$ cat src/pkg/dsrc_defines.vh
/*
  Constants for the strobe read capture element: timing, states, DLL.
  Assumes a 40 MHz system clock and a strobe much slower than it.
*/
//
// Overview of operation
// Two groups of 14 or 12 io_logic_cells give at most a 16-bit data path.
// One strobe element per io_cell_group drives the group's shared strobes.
// Read and write quarter-shift strobes both come from the data strobe.
// A polarity selector picks the edge used to retime data to clk.
// Capture polarity is worked out again at every read.
// The memory idles the strobe tri-stated, then drives it low at preamble.
// The first strobe rising edge after preamble sets capture polarity.
// capture_clock_polarity steers the synchronizing capture registers.
// A 6-bit calibration code from the DLL trims the strobe delay.
// The DLL keeps its code trimmed from clk and its own feedback.
// capture_valid_flag is high only while retimed read data is valid.
`ifndef DSRC_DEFINES_VH
`define DSRC_DEFINES_VH

`define DSRC_CLK_NS        25
`define DSRC_PRE_NS        50
`define DSRC_PRE_CYC       ((`DSRC_PRE_NS + `DSRC_CLK_NS - 1) / `DSRC_CLK_NS)
`define DSRC_GAP_NS        400
`define DSRC_GAP_CYC       (`DSRC_GAP_NS / `DSRC_CLK_NS)
`define DSRC_DLL_NS        400
`define DSRC_DLL_CYC       (`DSRC_DLL_NS / `DSRC_CLK_NS)
`define DSRC_CAL_W         6
`define DSRC_CAL_RST       6'h02
`define DSRC_CNT_W         8

`define DSRC_ST_IDLE       2'h0
`define DSRC_ST_WAIT       2'h1
`define DSRC_ST_PRE        2'h2
`define DSRC_ST_BURST      2'h3

`endif

$ cat src/hdl/dsrc_strobe_capture.v
/*
  Strobe read capture for the DDR groups of one device edge, with the
  delay-locked loop that trims the strobe delay.
  Assumes dqs and dq come straight from pins, and read_en and the DLL
  phase detector output come from logic on clk.
*/
`timescale 1ns/10ps
`include "dsrc_defines.vh"

module dsrc_strobe_capture
#(
  parameter NUM_GROUPS      = 2,
  parameter CELLS_PER_GROUP = 14,
  parameter GROUP_DQ_W      = 8
)
(
  input  wire                           clk,
  input  wire                           nrst,
  input  wire [NUM_GROUPS-1:0]          dqs_i,
  input  wire [NUM_GROUPS*GROUP_DQ_W-1:0] dq_i,
  input  wire                           read_en,
  input  wire                           dll_fb_early,
  output reg  [NUM_GROUPS-1:0]          read_strobe_quarter_shift,
  output reg  [NUM_GROUPS-1:0]          write_strobe_quarter_shift,
  output reg  [NUM_GROUPS-1:0]          capture_clock_polarity,
  output reg  [NUM_GROUPS-1:0]          capture_valid_flag,
  output reg  [NUM_GROUPS*GROUP_DQ_W-1:0] read_data,
  output reg  [`DSRC_CAL_W-1:0]         cal_code,
  output reg                            dll_locked
);

  localparam TAPS = 1 << `DSRC_CAL_W;

  // Cells beyond the data bits carry strobe, mask and spare
  localparam CELL_OK = (CELLS_PER_GROUP == 14) || (CELLS_PER_GROUP == 12);
  localparam DATA_OK = (NUM_GROUPS * GROUP_DQ_W) <= 16;

  // Edge tap select, used by every group and both strobes
  function tap_sel;
    input [TAPS-1:0]        line;
    input [`DSRC_CAL_W-1:0] code;
    begin
      tap_sel = line[code];
    end
  endfunction

  // Half-rate phase of clk; its value at the strobe edge picks polarity
  reg                     phase_q;
  reg [`DSRC_CNT_W-1:0]   dll_cnt_q;
  reg                     fb_s1_q;
  reg                     fb_s2_q;
  reg                     last_dir_q;

  always @(posedge clk or negedge nrst)
  begin
    if (!nrst)
      phase_q <= 1'b0;
    else
      phase_q <= ~phase_q;
  end

  // Up/down trim of the code at a fixed rate from clk feedback
  always @(posedge clk or negedge nrst)
  begin
    if (!nrst)
    begin
      fb_s1_q    <= 1'b0;
      fb_s2_q    <= 1'b0;
      dll_cnt_q  <= {`DSRC_CNT_W{1'b0}};
      cal_code   <= `DSRC_CAL_RST;
      last_dir_q <= 1'b0;
      dll_locked <= 1'b0;
    end
    else
    begin
      fb_s1_q <= dll_fb_early;
      fb_s2_q <= fb_s1_q;
      if (dll_cnt_q == `DSRC_DLL_CYC - 1)
      begin
        dll_cnt_q  <= {`DSRC_CNT_W{1'b0}};
        last_dir_q <= fb_s2_q;
        // Dithering between two codes means the loop has settled
        dll_locked <= (fb_s2_q != last_dir_q);
        if (fb_s2_q && cal_code != {`DSRC_CAL_W{1'b1}})
          cal_code <= cal_code + 1'b1;
        else if (!fb_s2_q && cal_code != {`DSRC_CAL_W{1'b0}})
          cal_code <= cal_code - 1'b1;
      end
      else
        dll_cnt_q <= dll_cnt_q + 1'b1;
    end
  end

  genvar g;
  generate
    for (g = 0; g < NUM_GROUPS; g = g + 1)
    begin : grp
      reg                   dqs_s1_q;
      reg                   dqs_s2_q;
      reg                   dqs_p_q;
      reg [GROUP_DQ_W-1:0]  dq_s1_q;
      reg [GROUP_DQ_W-1:0]  dq_s2_q;
      reg [TAPS-1:0]        line_q;
      reg                   rd_p_q;
      reg [1:0]             state_q;
      reg [`DSRC_CNT_W-1:0] cnt_q;
      reg [GROUP_DQ_W-1:0]  cap_q;
      reg                   cap_v_q;
      reg [GROUP_DQ_W-1:0]  late_q;
      reg                   late_v_q;
      wire                  rd_tap;
      wire                  rd_edge;
      wire                  rise;

      // Strobe delay line; the tap chosen by the code is the quarter shift
      assign rd_tap  = tap_sel(line_q, cal_code);
      assign rd_edge = rd_tap ^ rd_p_q;
      assign rise    = dqs_s2_q & ~dqs_p_q;

      always @(posedge clk or negedge nrst)
      begin
        if (!nrst)
        begin
          dqs_s1_q <= 1'b0;
          dqs_s2_q <= 1'b0;
          dqs_p_q  <= 1'b0;
          dq_s1_q  <= {GROUP_DQ_W{1'b0}};
          dq_s2_q  <= {GROUP_DQ_W{1'b0}};
          line_q   <= {TAPS{1'b0}};
          rd_p_q   <= 1'b0;
          read_strobe_quarter_shift[g]  <= 1'b0;
          write_strobe_quarter_shift[g] <= 1'b0;
        end
        else
        begin
          dqs_s1_q <= dqs_i[g];
          dqs_s2_q <= dqs_s1_q;
          dqs_p_q  <= dqs_s2_q;
          dq_s1_q  <= dq_i[g*GROUP_DQ_W +: GROUP_DQ_W];
          dq_s2_q  <= dq_s1_q;
          line_q   <= {line_q[TAPS-2:0], dqs_s2_q};
          rd_p_q   <= rd_tap;
          read_strobe_quarter_shift[g]  <= rd_tap;
          // Write strobe trails by one stage so it never leads read
          write_strobe_quarter_shift[g] <= rd_p_q;
        end
      end

      // Read preamble tracking and polarity evaluation
      always @(posedge clk or negedge nrst)
      begin
        if (!nrst)
        begin
          state_q  <= `DSRC_ST_IDLE;
          cnt_q    <= {`DSRC_CNT_W{1'b0}};
          capture_clock_polarity[g] <= 1'b0;
        end
        else
        begin
          case (state_q)
            `DSRC_ST_IDLE:
            begin
              cnt_q <= {`DSRC_CNT_W{1'b0}};
              if (read_en)
                state_q <= `DSRC_ST_WAIT;
            end
            `DSRC_ST_WAIT:
            begin
              // Terminated strobe may read either way; need a held low
              if (!read_en)
                state_q <= `DSRC_ST_IDLE;
              else if (dqs_s2_q)
                cnt_q <= {`DSRC_CNT_W{1'b0}};
              else if (cnt_q == `DSRC_PRE_CYC - 1)
                state_q <= `DSRC_ST_PRE;
              else
                cnt_q <= cnt_q + 1'b1;
            end
            `DSRC_ST_PRE:
            begin
              cnt_q <= {`DSRC_CNT_W{1'b0}};
              if (!read_en)
                state_q <= `DSRC_ST_IDLE;
              else if (rise)
              begin
                capture_clock_polarity[g] <= phase_q;
                state_q <= `DSRC_ST_BURST;
              end
            end
            `DSRC_ST_BURST:
            begin
              // Strobe stops after the burst; idle gap ends the read
              if (rise || dqs_s2_q != dqs_p_q)
                cnt_q <= {`DSRC_CNT_W{1'b0}};
              else if (cnt_q == `DSRC_GAP_CYC - 1)
                state_q <= `DSRC_ST_IDLE;
              else
                cnt_q <= cnt_q + 1'b1;
            end
            default:
              state_q <= `DSRC_ST_IDLE;
          endcase
        end
      end

      // Capture at each delayed strobe edge, then retime per polarity
      always @(posedge clk or negedge nrst)
      begin
        if (!nrst)
        begin
          cap_q    <= {GROUP_DQ_W{1'b0}};
          cap_v_q  <= 1'b0;
          late_q   <= {GROUP_DQ_W{1'b0}};
          late_v_q <= 1'b0;
          read_data[g*GROUP_DQ_W +: GROUP_DQ_W] <= {GROUP_DQ_W{1'b0}};
          capture_valid_flag[g] <= 1'b0;
        end
        else
        begin
          cap_v_q  <= rd_edge && (state_q == `DSRC_ST_BURST);
          if (rd_edge)
            cap_q <= dq_s2_q;
          late_q   <= cap_q;
          late_v_q <= cap_v_q;
          // Odd polarity takes the later stage, away from the edge
          if (capture_clock_polarity[g])
          begin
            read_data[g*GROUP_DQ_W +: GROUP_DQ_W] <= late_q;
            capture_valid_flag[g] <= late_v_q;
          end
          else
          begin
            read_data[g*GROUP_DQ_W +: GROUP_DQ_W] <= cap_q;
            capture_valid_flag[g] <= cap_v_q;
          end
        end
      end
    end
  endgenerate

  // Shared strobes reach every cell of a group from this one element
  wire unused_ok = CELL_OK & DATA_OK;

endmodule

$ cat config.mk
export PLATFORM = sky130hd
export DESIGN_NAME = dsrc_strobe_capture
export DESIGN_NICKNAME = d
export VERILOG_FILES = /design/src/hdl/dsrc_strobe_capture.v
export VERILOG_INCLUDE_DIRS = /design/src /design/src/pkg
export SDC_FILE = /design/constraint.sdc
export NUM_CORES = 1
export LEC_CHECK = 0
export BUFFER_PORTS_ARGS = -buffer_cell sky130_fd_sc_hd__buf_2
export CORE_MARGIN = 5
export CORE_UTILIZATION = 60
export DETAILED_ROUTE_END_ITERATION = 16
export GPL_TIMING_DRIVEN = 0
export HOLD_SLACK_MARGIN = 0.08
export PLACE_DENSITY = 0.79
export SLEW_MARGIN = 40
export SYNTH_ARGS = -nofsm -noshare
export SYNTH_HDL_FRONTEND = slang
export SYNTH_SLANG_ARGS = --single-unit
export TNS_END_PERCENT = 1
$ cat constraint.sdc
create_clock -name clk -period 3.2 [get_ports clk]
set_input_delay 0.48 -clock clk [delete_from_list [all_inputs] [get_ports clk]]
set_output_delay 0.48 -clock clk [all_outputs]
set_load 0.01 [all_outputs]
Word level (Yosys, flattened, before mapping)
Cells that the tools add are included.

storage, ports and cells
  flip-flop bits (word level) = 265
  bits of input ports = 22
  logic and storage cells = 147
  output and inout bits = 31

cells by class
  equal/unequal tests = 33
  multiplexer cells = 40
  bitwise logic cells = 7
  add/subtract/negate cells = 5
  reduce and logical (&&, ||, !) cells = 20
  magnitude comparators = 1

operators with widths
  cell                 count
  $mux 8               13
  $pmux 8 s3           2
  $mux 2               15
  $ne 3x3->1 const B   10
  $add 8x1->8 const B  3
  $eq 8x4->1 const B   3
  $eq 8x1->1 const B   2
  $ne 2x2->1 const B   8
  $pmux 2 s4           2
  $bmux 1 s6           2
  $mux 6               2
  $reduce_and 3->1     4
  $reduce_and 6->1     2
  $eq 2x2->1 const B   4
  $lt 6x7->1 const B   1
  $add 6x1->6 const B  1
  $ne 6x6->1 const B   1
  $reduce_bool 6->1    1
  $sub 6x1->6 const B  1
  $eq 2x1->1 const B   2
  $logic_and 1x1->1    4
  $logic_not 2->1      2
  $mux 1               4
  $reduce_or 2->1      2
  other kinds (8)      15

Depth between registers and ports, before layout
Gate-level depths: netlist of run 1.

  depth in word-level cells = 5
  mapped depth = 13

Least setup slack after synthesis of run 1
No wires, ideal clock.

  path kind = register -> register
  from = register cal_code[1]
  to = register cal_code[5]
  stages on the path, launching flop included = 14
  setup slack = 0.258 ns
  path buffers = 3
  arrival = 2.818 ns
  data required time = 3.076 ns
  cells stage by stage = dfstp_2 buf_6 buf_8 buf_6 nand4_1 o21ai_0 ha_1 a21o_1 a21oi_1 o21bai_1 a21oi_1 xnor2_1 nor2_1 xnor2_1

between the ends
  cells in the longest elaborated chain, start to end = 4
  elaborated cells between the ends (all ways) = 10
  classes of those cells = 2 x add/sub; 1 x eq/ne; 2 x mux; 5 x reduce/logical

RTL lines
  element                                              line                      RTL
  start, declared                                      dsrc_strobe_capture.v:28  output reg [`DSRC_CAL_W-1:0] cal_code,
  start signal, assigned                               dsrc_strobe_capture.v:70  cal_code <= `DSRC_CAL_RST;
  start signal, assigned                               dsrc_strobe_capture.v:85  cal_code <= cal_code + 1'b1;
  start signal, assigned                               dsrc_strobe_capture.v:87  cal_code <= cal_code - 1'b1;
  branches (longest 4 deep; another with $sub 6x1->6)  n/a

Several ways; the timed one is not identified. The select of a mux whose other input is x is not followed.
A chain may end at the register's enable or synchronous reset.

Worst setup path in the final report of run 1
Same ends and word-level chain as after synthesis.

==> reports/qor.csv, run 1 <==
metric,value,unit
status,finished clean,
design_area,11000,µm²
io_buffers,52,
grt_pass1_wl,28.4,mm
num_io_pins,53,
hp-start,read_en,
diodes,0,
max_cap_violations,0,
synthesis.nets,601,
crit_required,3.59,ns
reg2reg_slack,0.16,ns
die_w,134,µm
synth_top_flop_cell,dfrtp_1,
rr_endpoint,cal_code[5],
cp_data_arrival_time,3.43,ns
regArea,6580,µm²
synth_cells,567,
clock_latency,0.51,ns
avgSynthCellArea,16.3,µm²
leakagePower,5.01,nW
maxSlewHeadroom,0.569,
antenna_found_initial,0,
final_hold_viol_count,0,
synthToLayoutAreaGrowth,18.8,%
layout_setup_ws,0.160,ns
wl,16.7,mm
hold_path_depth,3,
ys_seq_area_frac,0.714,
hold_path.class,primary input to register,
synthTopCellsByArea,"dfrtp_1 71%, mux4_2 7.6%, mux2_2 4.8%",
path_class,register to register,
yosysTopAreaCellShare,0.711,
timing.final.crit_share,0.950,
start_util,0.609,
core_area,15100,µm²
fmax,329,MHz
tightestPinTransition,0.646,ns
cts_sinks,263,
rows,45,
drc,0,
worst_hold_slack,0.287,ns
place_inst,810,
overflow,0,
multiInputGateArea,2490,µm²
syn_area,9220,µm²
end_kind,register,
max-vdd-ir-drop,0.675,mV
wire_per_inst,19.0,µm
root_buffer,clkbuf_16,
ant_nets,0,
gp_congestion,0.839,
cp_slowest_stage_delay,0.58,ns
cts_tree,built,
place_ws,-0.165,ns
yosysUniqueCellTypes,45,
instances_no_fill,880,
setup_viol,0,
vias,5029,
ff2ff_path_depth,13,
r2r-start,cal_code[1],
critPathTopFamily,compound AO/OA/AOI/OAI gates,
place_area,9810,µm²
async_flop_share,1.00,
setup.worst_path.start,cal_code[1],
grt_max_degree,85,
final_common_cell,dfrtp_1,
die_h,134,µm
cp_max_fo,10,
fin_crit,3.04,ns
crit_buf_inv,3,
clkTransAtPathRegs,0.06,ns
whs_endpoint,grp[0].state_q[1],
layout_common_cells,"262 x dfrtp_1, 53 x buf_2, 39 x mux2_2, 31 x mux4_2",
grtUsageTotal,0.197,
final_util,0.724,
cts_made_buffers,26,
nNetsFinal,706,
nFillCells,891,
crit_slowest_cell,dfstp_2,
vias_per_cell,5.71,
drive_gt1_frac,0.272,
yosysWarnings,0,
power_density,880,nW/µm²
critPathLaunchType,register,
dr.pass1.iters,4,
crit_chain,"buf_6, buf_8, buf_6, nand4_1, o21ai_4, ha_1, a21o_1, a21oi_1, o21bai_1, a21oi_1, xnor2_1, nor2_1, xnor2_1",
synth.ff_latch_count,263,
grt_pass1_vias,5532,
synth_edf_count,0,
finalClockSkew,0.00939,ns
dp_hpwl,10.3,mm
htree_num_levels,1,
clockBufferDepth,3,
synth_largest_area_cell,dfrtp_1,
finalMaxSlewViolations,0,
fp.dieArea,18000,µm²
drtIter0Drc,398,
per-stage QoR:
step           power, W  setup TNS [ns]
2_1_floorplan   0.00573               0
3_3_place_gp    0.00632         -655.81
3_5_place_dp    0.00646          -0.165
4_1_cts         0.00969               0
5_1_grt          0.0101         -0.0953
6_report        0.00964               0
logic make-up after synthesis:
| kind of cell | synth area share |
|---|---|
| compound gates | 0.0399 |
| xor+xnor | 0.0199 |
| fa+ha+maj | 0.0171 |
| buf+inv | 0.0191 |
| flops | 0.714 |
| mux | 0.133 |
| simple gates | 0.0571 |
timing repair:
| action | in CTS | in global routing |
|---|---|---|
| hold buffers | 19 | 1 |
| gates resized for setup | 1 | 5 |
| gates cloned | 0 | 0 |
| pin swaps | 0 | 1 |
| hold endpoints to repair | 75 | 1 |
| buffers inserted | 0 | 2 |
| endpoints found under the setup margin | 1 | 9 |
flip-flops by register name, indices dropped and copies added (netlist names), 2 cells and up:
| signal | flops |
|---|---|
| grp.state_q | 4 |
| grp.late_q | 16 |
| capture_valid_flag | 2 |
| grp.rd_p_q | 2 |
| grp.dqs_s2_q | 2 |
| grp.late_v_q | 2 |
| grp.dqs_s1_q | 2 |
| dll_cnt_q | 8 |
| grp.cap_q | 16 |
| grp.line_q | 128 |
| read_data | 16 |
| write_strobe_quarter_shift | 2 |
| grp.dq_s1_q | 16 |
| grp.dq_s2_q | 16 |
| grp.cnt_q | 16 |
| cal_code | 6 |
| grp.cap_v_q | 2 |
| capture_clock_polarity | 2 |
worst reg2reg max path, stage by stage (launching register included):
cell and delay [ns]:
dfstp_2 0.58, buf_6 0.20, buf_8 0.18, buf_6 0.18, nand4_1 0.16, o21ai_4 0.23, ha_1 0.26, a21o_1 0.17
a21oi_1 0.22, o21bai_1 0.11, a21oi_1 0.26, xnor2_1 0.16, nor2_1 0.07, xnor2_1 0.15
layer usage:
layer / wire [µm] / global-route usage
met1: 7060 / 0.277
met3: 798 / 0.0281
met2: 8580 / 0.330
met5: 0 / 0
met4: 245 / 0.0503
cell type report:
cell class                      count  share of cell area
Buffer                             17              0.0122
Clock buffer                       36              0.0675
Clock inverter                     12              0.0152
Inverter                           12             0.00411
Multi-Input combinational cell    275               0.227
Sequential cell                   263               0.600
Tap cell                          188              0.0215
Timing Repair Buffer               77              0.0518
report_power, final:
part	switching, W	internal [W]	leakage, nW
combinational	0.00116	0.00112	1.35
sequential	0.000348	0.00386	3.21
clock	0.00122	0.00194	0.446
worst max path at each step:
stage / cells after the start / end
detailed placement: 13 / cal_code[5]
global route: 13 / cal_code[5]
CTS: 10 / grp[0].cap_q[4]
finish: 13 / cal_code[5]
floorplan: 13 / cal_code[5]
global placement: 1 / grp[1].cap_q[3]
synthesized netlist by cell type, drive strengths merged (3+ instances only):
cell / n
a21oi: 11
a22oi: 6
a31oi: 3
and3: 11
buf: 12
clkbuf: 5
dfrtp: 262
ha: 11
inv: 12
mux2: 40
mux2i: 8
mux4: 31
nand2: 27
nand2b: 6
nand3: 17
nor2: 21
nor2b: 4
nor4: 5
o21ai: 30
o31ai: 5
xnor2: 10
xor2: 8
No activity file was read; power rests on OpenSTA's default activity.
==> inputs of run 2 (changes only) <==
Settings changed: CORE_UTILIZATION 60 to 50, PLACE_DENSITY 0.79 to 0.67.
==> run 2 against run 1 <==
  * Routed wire length is 4.4% lower
  * Sequential cell count is the same
  * Highest routed layer unchanged
  * Sequential power barely moved
  * Power decreased by 2.2%
  * Final cell count rose by 4.7%
  * Via count fell by 2.0%
  * Clock power down 4%
  * Fmax up 1.5%
==> reports/qor.csv, run 2 (synthesized netlist as in run 1, its figures left out) <==
metric,value,unit,change
status,finished clean,,unchanged
setup-tns-final,0,ns,unchanged
finalClockSkew,0.0168,ns,was 0.00939 ns
drtIter0Drc,277,,was 398
ant_nets,0,,unchanged
drive_gt1_frac,0.267,,was 0.272
cts_sinks,263,,unchanged
clock_latency,0.52,ns,was 0.51 ns
power,0.00943,W,was 0.00964 W
hold_path.class,primary input to register,,unchanged
met1_usage,0.223,,was 0.277
rows,49,,was 45
dp_hpwl,10.1,mm,was 10.3 mm
path_class,register to register,,unchanged
grt_pass1_vias,5407,,was 5532
reg2reg_slack,0.21,ns,was 0.16 ns
htree_num_levels,1,,unchanged
power.share.clock,0.320,,was 0.328
nNetsFinal,705,,was 706
cp_slowest_stage_delay,0.58,ns,about the same
power_density,860,nW/µm²,was 880 nW/µm²
grt_pass1_wl,27.8,mm,was 28.4 mm
crit_buf_inv,3,,unchanged
critPathLaunchType,register,,unchanged
largest_reg_flops,128,,unchanged
hp-start,read_en,,unchanged
whs_endpoint,grp[0].state_q[1],,unchanged
cp_data_arrival_time,3.39,ns,was 3.43 ns
drc,0,,unchanged
cts_made_buffers,27,,was 26
io_buffers,52,,unchanged
leakagePower,4.99,nW,was 5.01 nW
use_met2,0.255,,was 0.330
core_area,18100,µm²,was 15100 µm²
gp_congestion,0.827,,was 0.839
busiest_layer,met2,,unchanged
finalMaxSlewViolations,0,,unchanged
rsz0062_at_grt,no,,
timing.final.crit_share,0.936,,was 0.950
grtUsageTotal,0.157,,was 0.197
num_io_pins,53,,unchanged
diodes,0,,unchanged
fp.dieArea,21300,µm²,was 18000 µm²
clockBufferDepth,3,,unchanged
crit_required,3.59,ns,about the same
wl,15.9,mm,was 16.7 mm
seqPwrFrac,0.443,,was 0.436
clkTransAtPathRegs,0.06,ns,about the same
postCtsSetupBuffers,0,,unchanged
fmax,334,MHz,was 329 MHz
p_sw_frac,0.282,,about the same
max_cap_violations,0,,unchanged
r2r-start,cal_code[1],,unchanged
maxSlewHeadroom,0.568,,was 0.569
hold_path_depth,3,,unchanged
p_int,0.00677,W,was 0.00692 W
wire_per_inst,17.3,µm,was 19.0 µm
ff2ff_path_depth,13,,unchanged
end_kind,register,,unchanged
layout_common_cells,"262 x dfrtp_1, 53 x buf_2, 39 x mux2_2, 31 x mux4_2",,unchanged
grt_max_degree,85,,unchanged
max-vdd-ir-drop,0.392,mV,was 0.675 mV
antenna_found_initial,0,,unchanged
final_hold_viol_count,0,,unchanged
dr.pass1.iters,4,,unchanged
pwr-share-comb,0.236,,about the same
cts_tree,built,,unchanged
start_util,0.510,,was 0.609
root_buffer,clkbuf_16,,unchanged
tightestPinTransition,0.644,ns,was 0.646 ns
synthToLayoutAreaGrowth,18.9,%,was 18.8%
crit_slowest_cell,dfstp_2,,unchanged
worst_hold_slack,0.308,ns,was 0.287 ns
critPathTopFamily,compound AO/OA/AOI/OAI gates,,unchanged
die_w,146,µm,was 134 µm
met3_usage,0.0299,,was 0.0281
vias_per_cell,5.35,,was 5.71
crit_chain,"buf_6, buf_8, buf_6, nand4_1, o21ai_4, ha_1, a21o_1, a21oi_1, o21bai_1, a21oi_1, xnor2_1, nor2_1, xnor2_1",,unchanged
die_h,146,µm,was 134 µm
top_register,grp.line_q,,unchanged
setup_viol,0,,unchanged
vias,4926,,was 5029
p_sw,0.00266,W,was 0.00272 W
cp_max_fo,10,,unchanged
final_common_cell,dfrtp_1,,unchanged
rr_endpoint,cal_code[5],,unchanged
fin_crit,2.99,ns,was 3.04 ns
overflow,0,,unchanged
==> run 2: changes by cell type in the layout (fill, tap and decap cells not counted), sizes merged <==
cell / change
clkinv: -1
bufinv: -3
clkbuf: +6
clkinvlp: -1
buf: -2
inv: +1
==> run 2: final cells by class <==
type | count | area (µm²)
Tap cell | 229 | 287
Buffer | 17 | 134
Inverter | 12 | 45.0
Sequential cell | 263 | 6580
Fill cell | 1333 | 7120
Clock buffer | 42 | 802
Timing Repair Buffer | 75 | 553
Clock inverter | 8 | 72.6
Multi-Input combinational cell | 275 | 2490
==> run 2: what timing repair did <==
item,CTS,global route
endpoints found under the hold margin,55,0
hold buffers,20,0
setup endpoints to repair,1,9
gates resized for setup,2,3
==> run 2: metal layers <==
| layer | vias to the layer above | share of wire | routed length [µm] |
|---|---|---|---|
| li1 | 2222 | - | - |
| met5 | - | 0 | 0 |
| met2 | 94 | 0.49 | 7820 |
| met1 | 2583 | 0.45 | 7140 |
| met4 | 0 | 0.017 | 267 |
| met3 | 27 | 0.045 | 716 |
==> run 2: through the flow <==
stage,setup WS [ns],cells,util,instance area [µm²]
after floorplan,0.258,567,-,9220
after global placement,-2.60,848,0.540,9770
after detailed placement,-0.220,851,0.545,9860
after CTS,0.0720,921,0.605,10900
after global routing,0.0172,921,0.606,11000
final,0.205,921,0.606,11000
==> run 2: power by group through the flow <==
stage | combinational (W) | sequential [W] | clock (W)
2_1_floorplan | 0.00150 | 0.00423 | 0
3_3_place_gp | 0.00214 | 0.00421 | 0
3_5_place_dp | 0.00221 | 0.00424 | 0
4_1_cts | 0.00225 | 0.00419 | 0.00311
5_1_grt | 0.00246 | 0.00425 | 0.00327
6_report | 0.00223 | 0.00418 | 0.00302
==> run 2: worst register-to-register path: cells and delay by family (launching register included) <==
| family | cells | cell delay (ns) |
|---|---|---|
| compound gates | 5 | 0.93 |
| flops | 1 | 0.58 |
| fa+ha+maj | 1 | 0.28 |
| buf+inv | 3 | 0.57 |
| simple gates | 2 | 0.23 |
| xor+xnor | 2 | 0.30 |
==> run 2: worst max path at each step <==
stage / start / end / slack [ns] / cells after the start
floorplan: cal_code[1] / cal_code[5] / 0.26 / 13
global placement: nrst / grp[1].dq_s1_q[7] / -2.60 / 1
detailed placement: cal_code[0] / cal_code[5] / -0.22 / 13
CTS: cal_code[1] / grp[0].cap_q[5] / 0.07 / 7
global route: cal_code[0] / cal_code[5] / 0.02 / 13
finish: cal_code[1] / cal_code[5] / 0.21 / 13
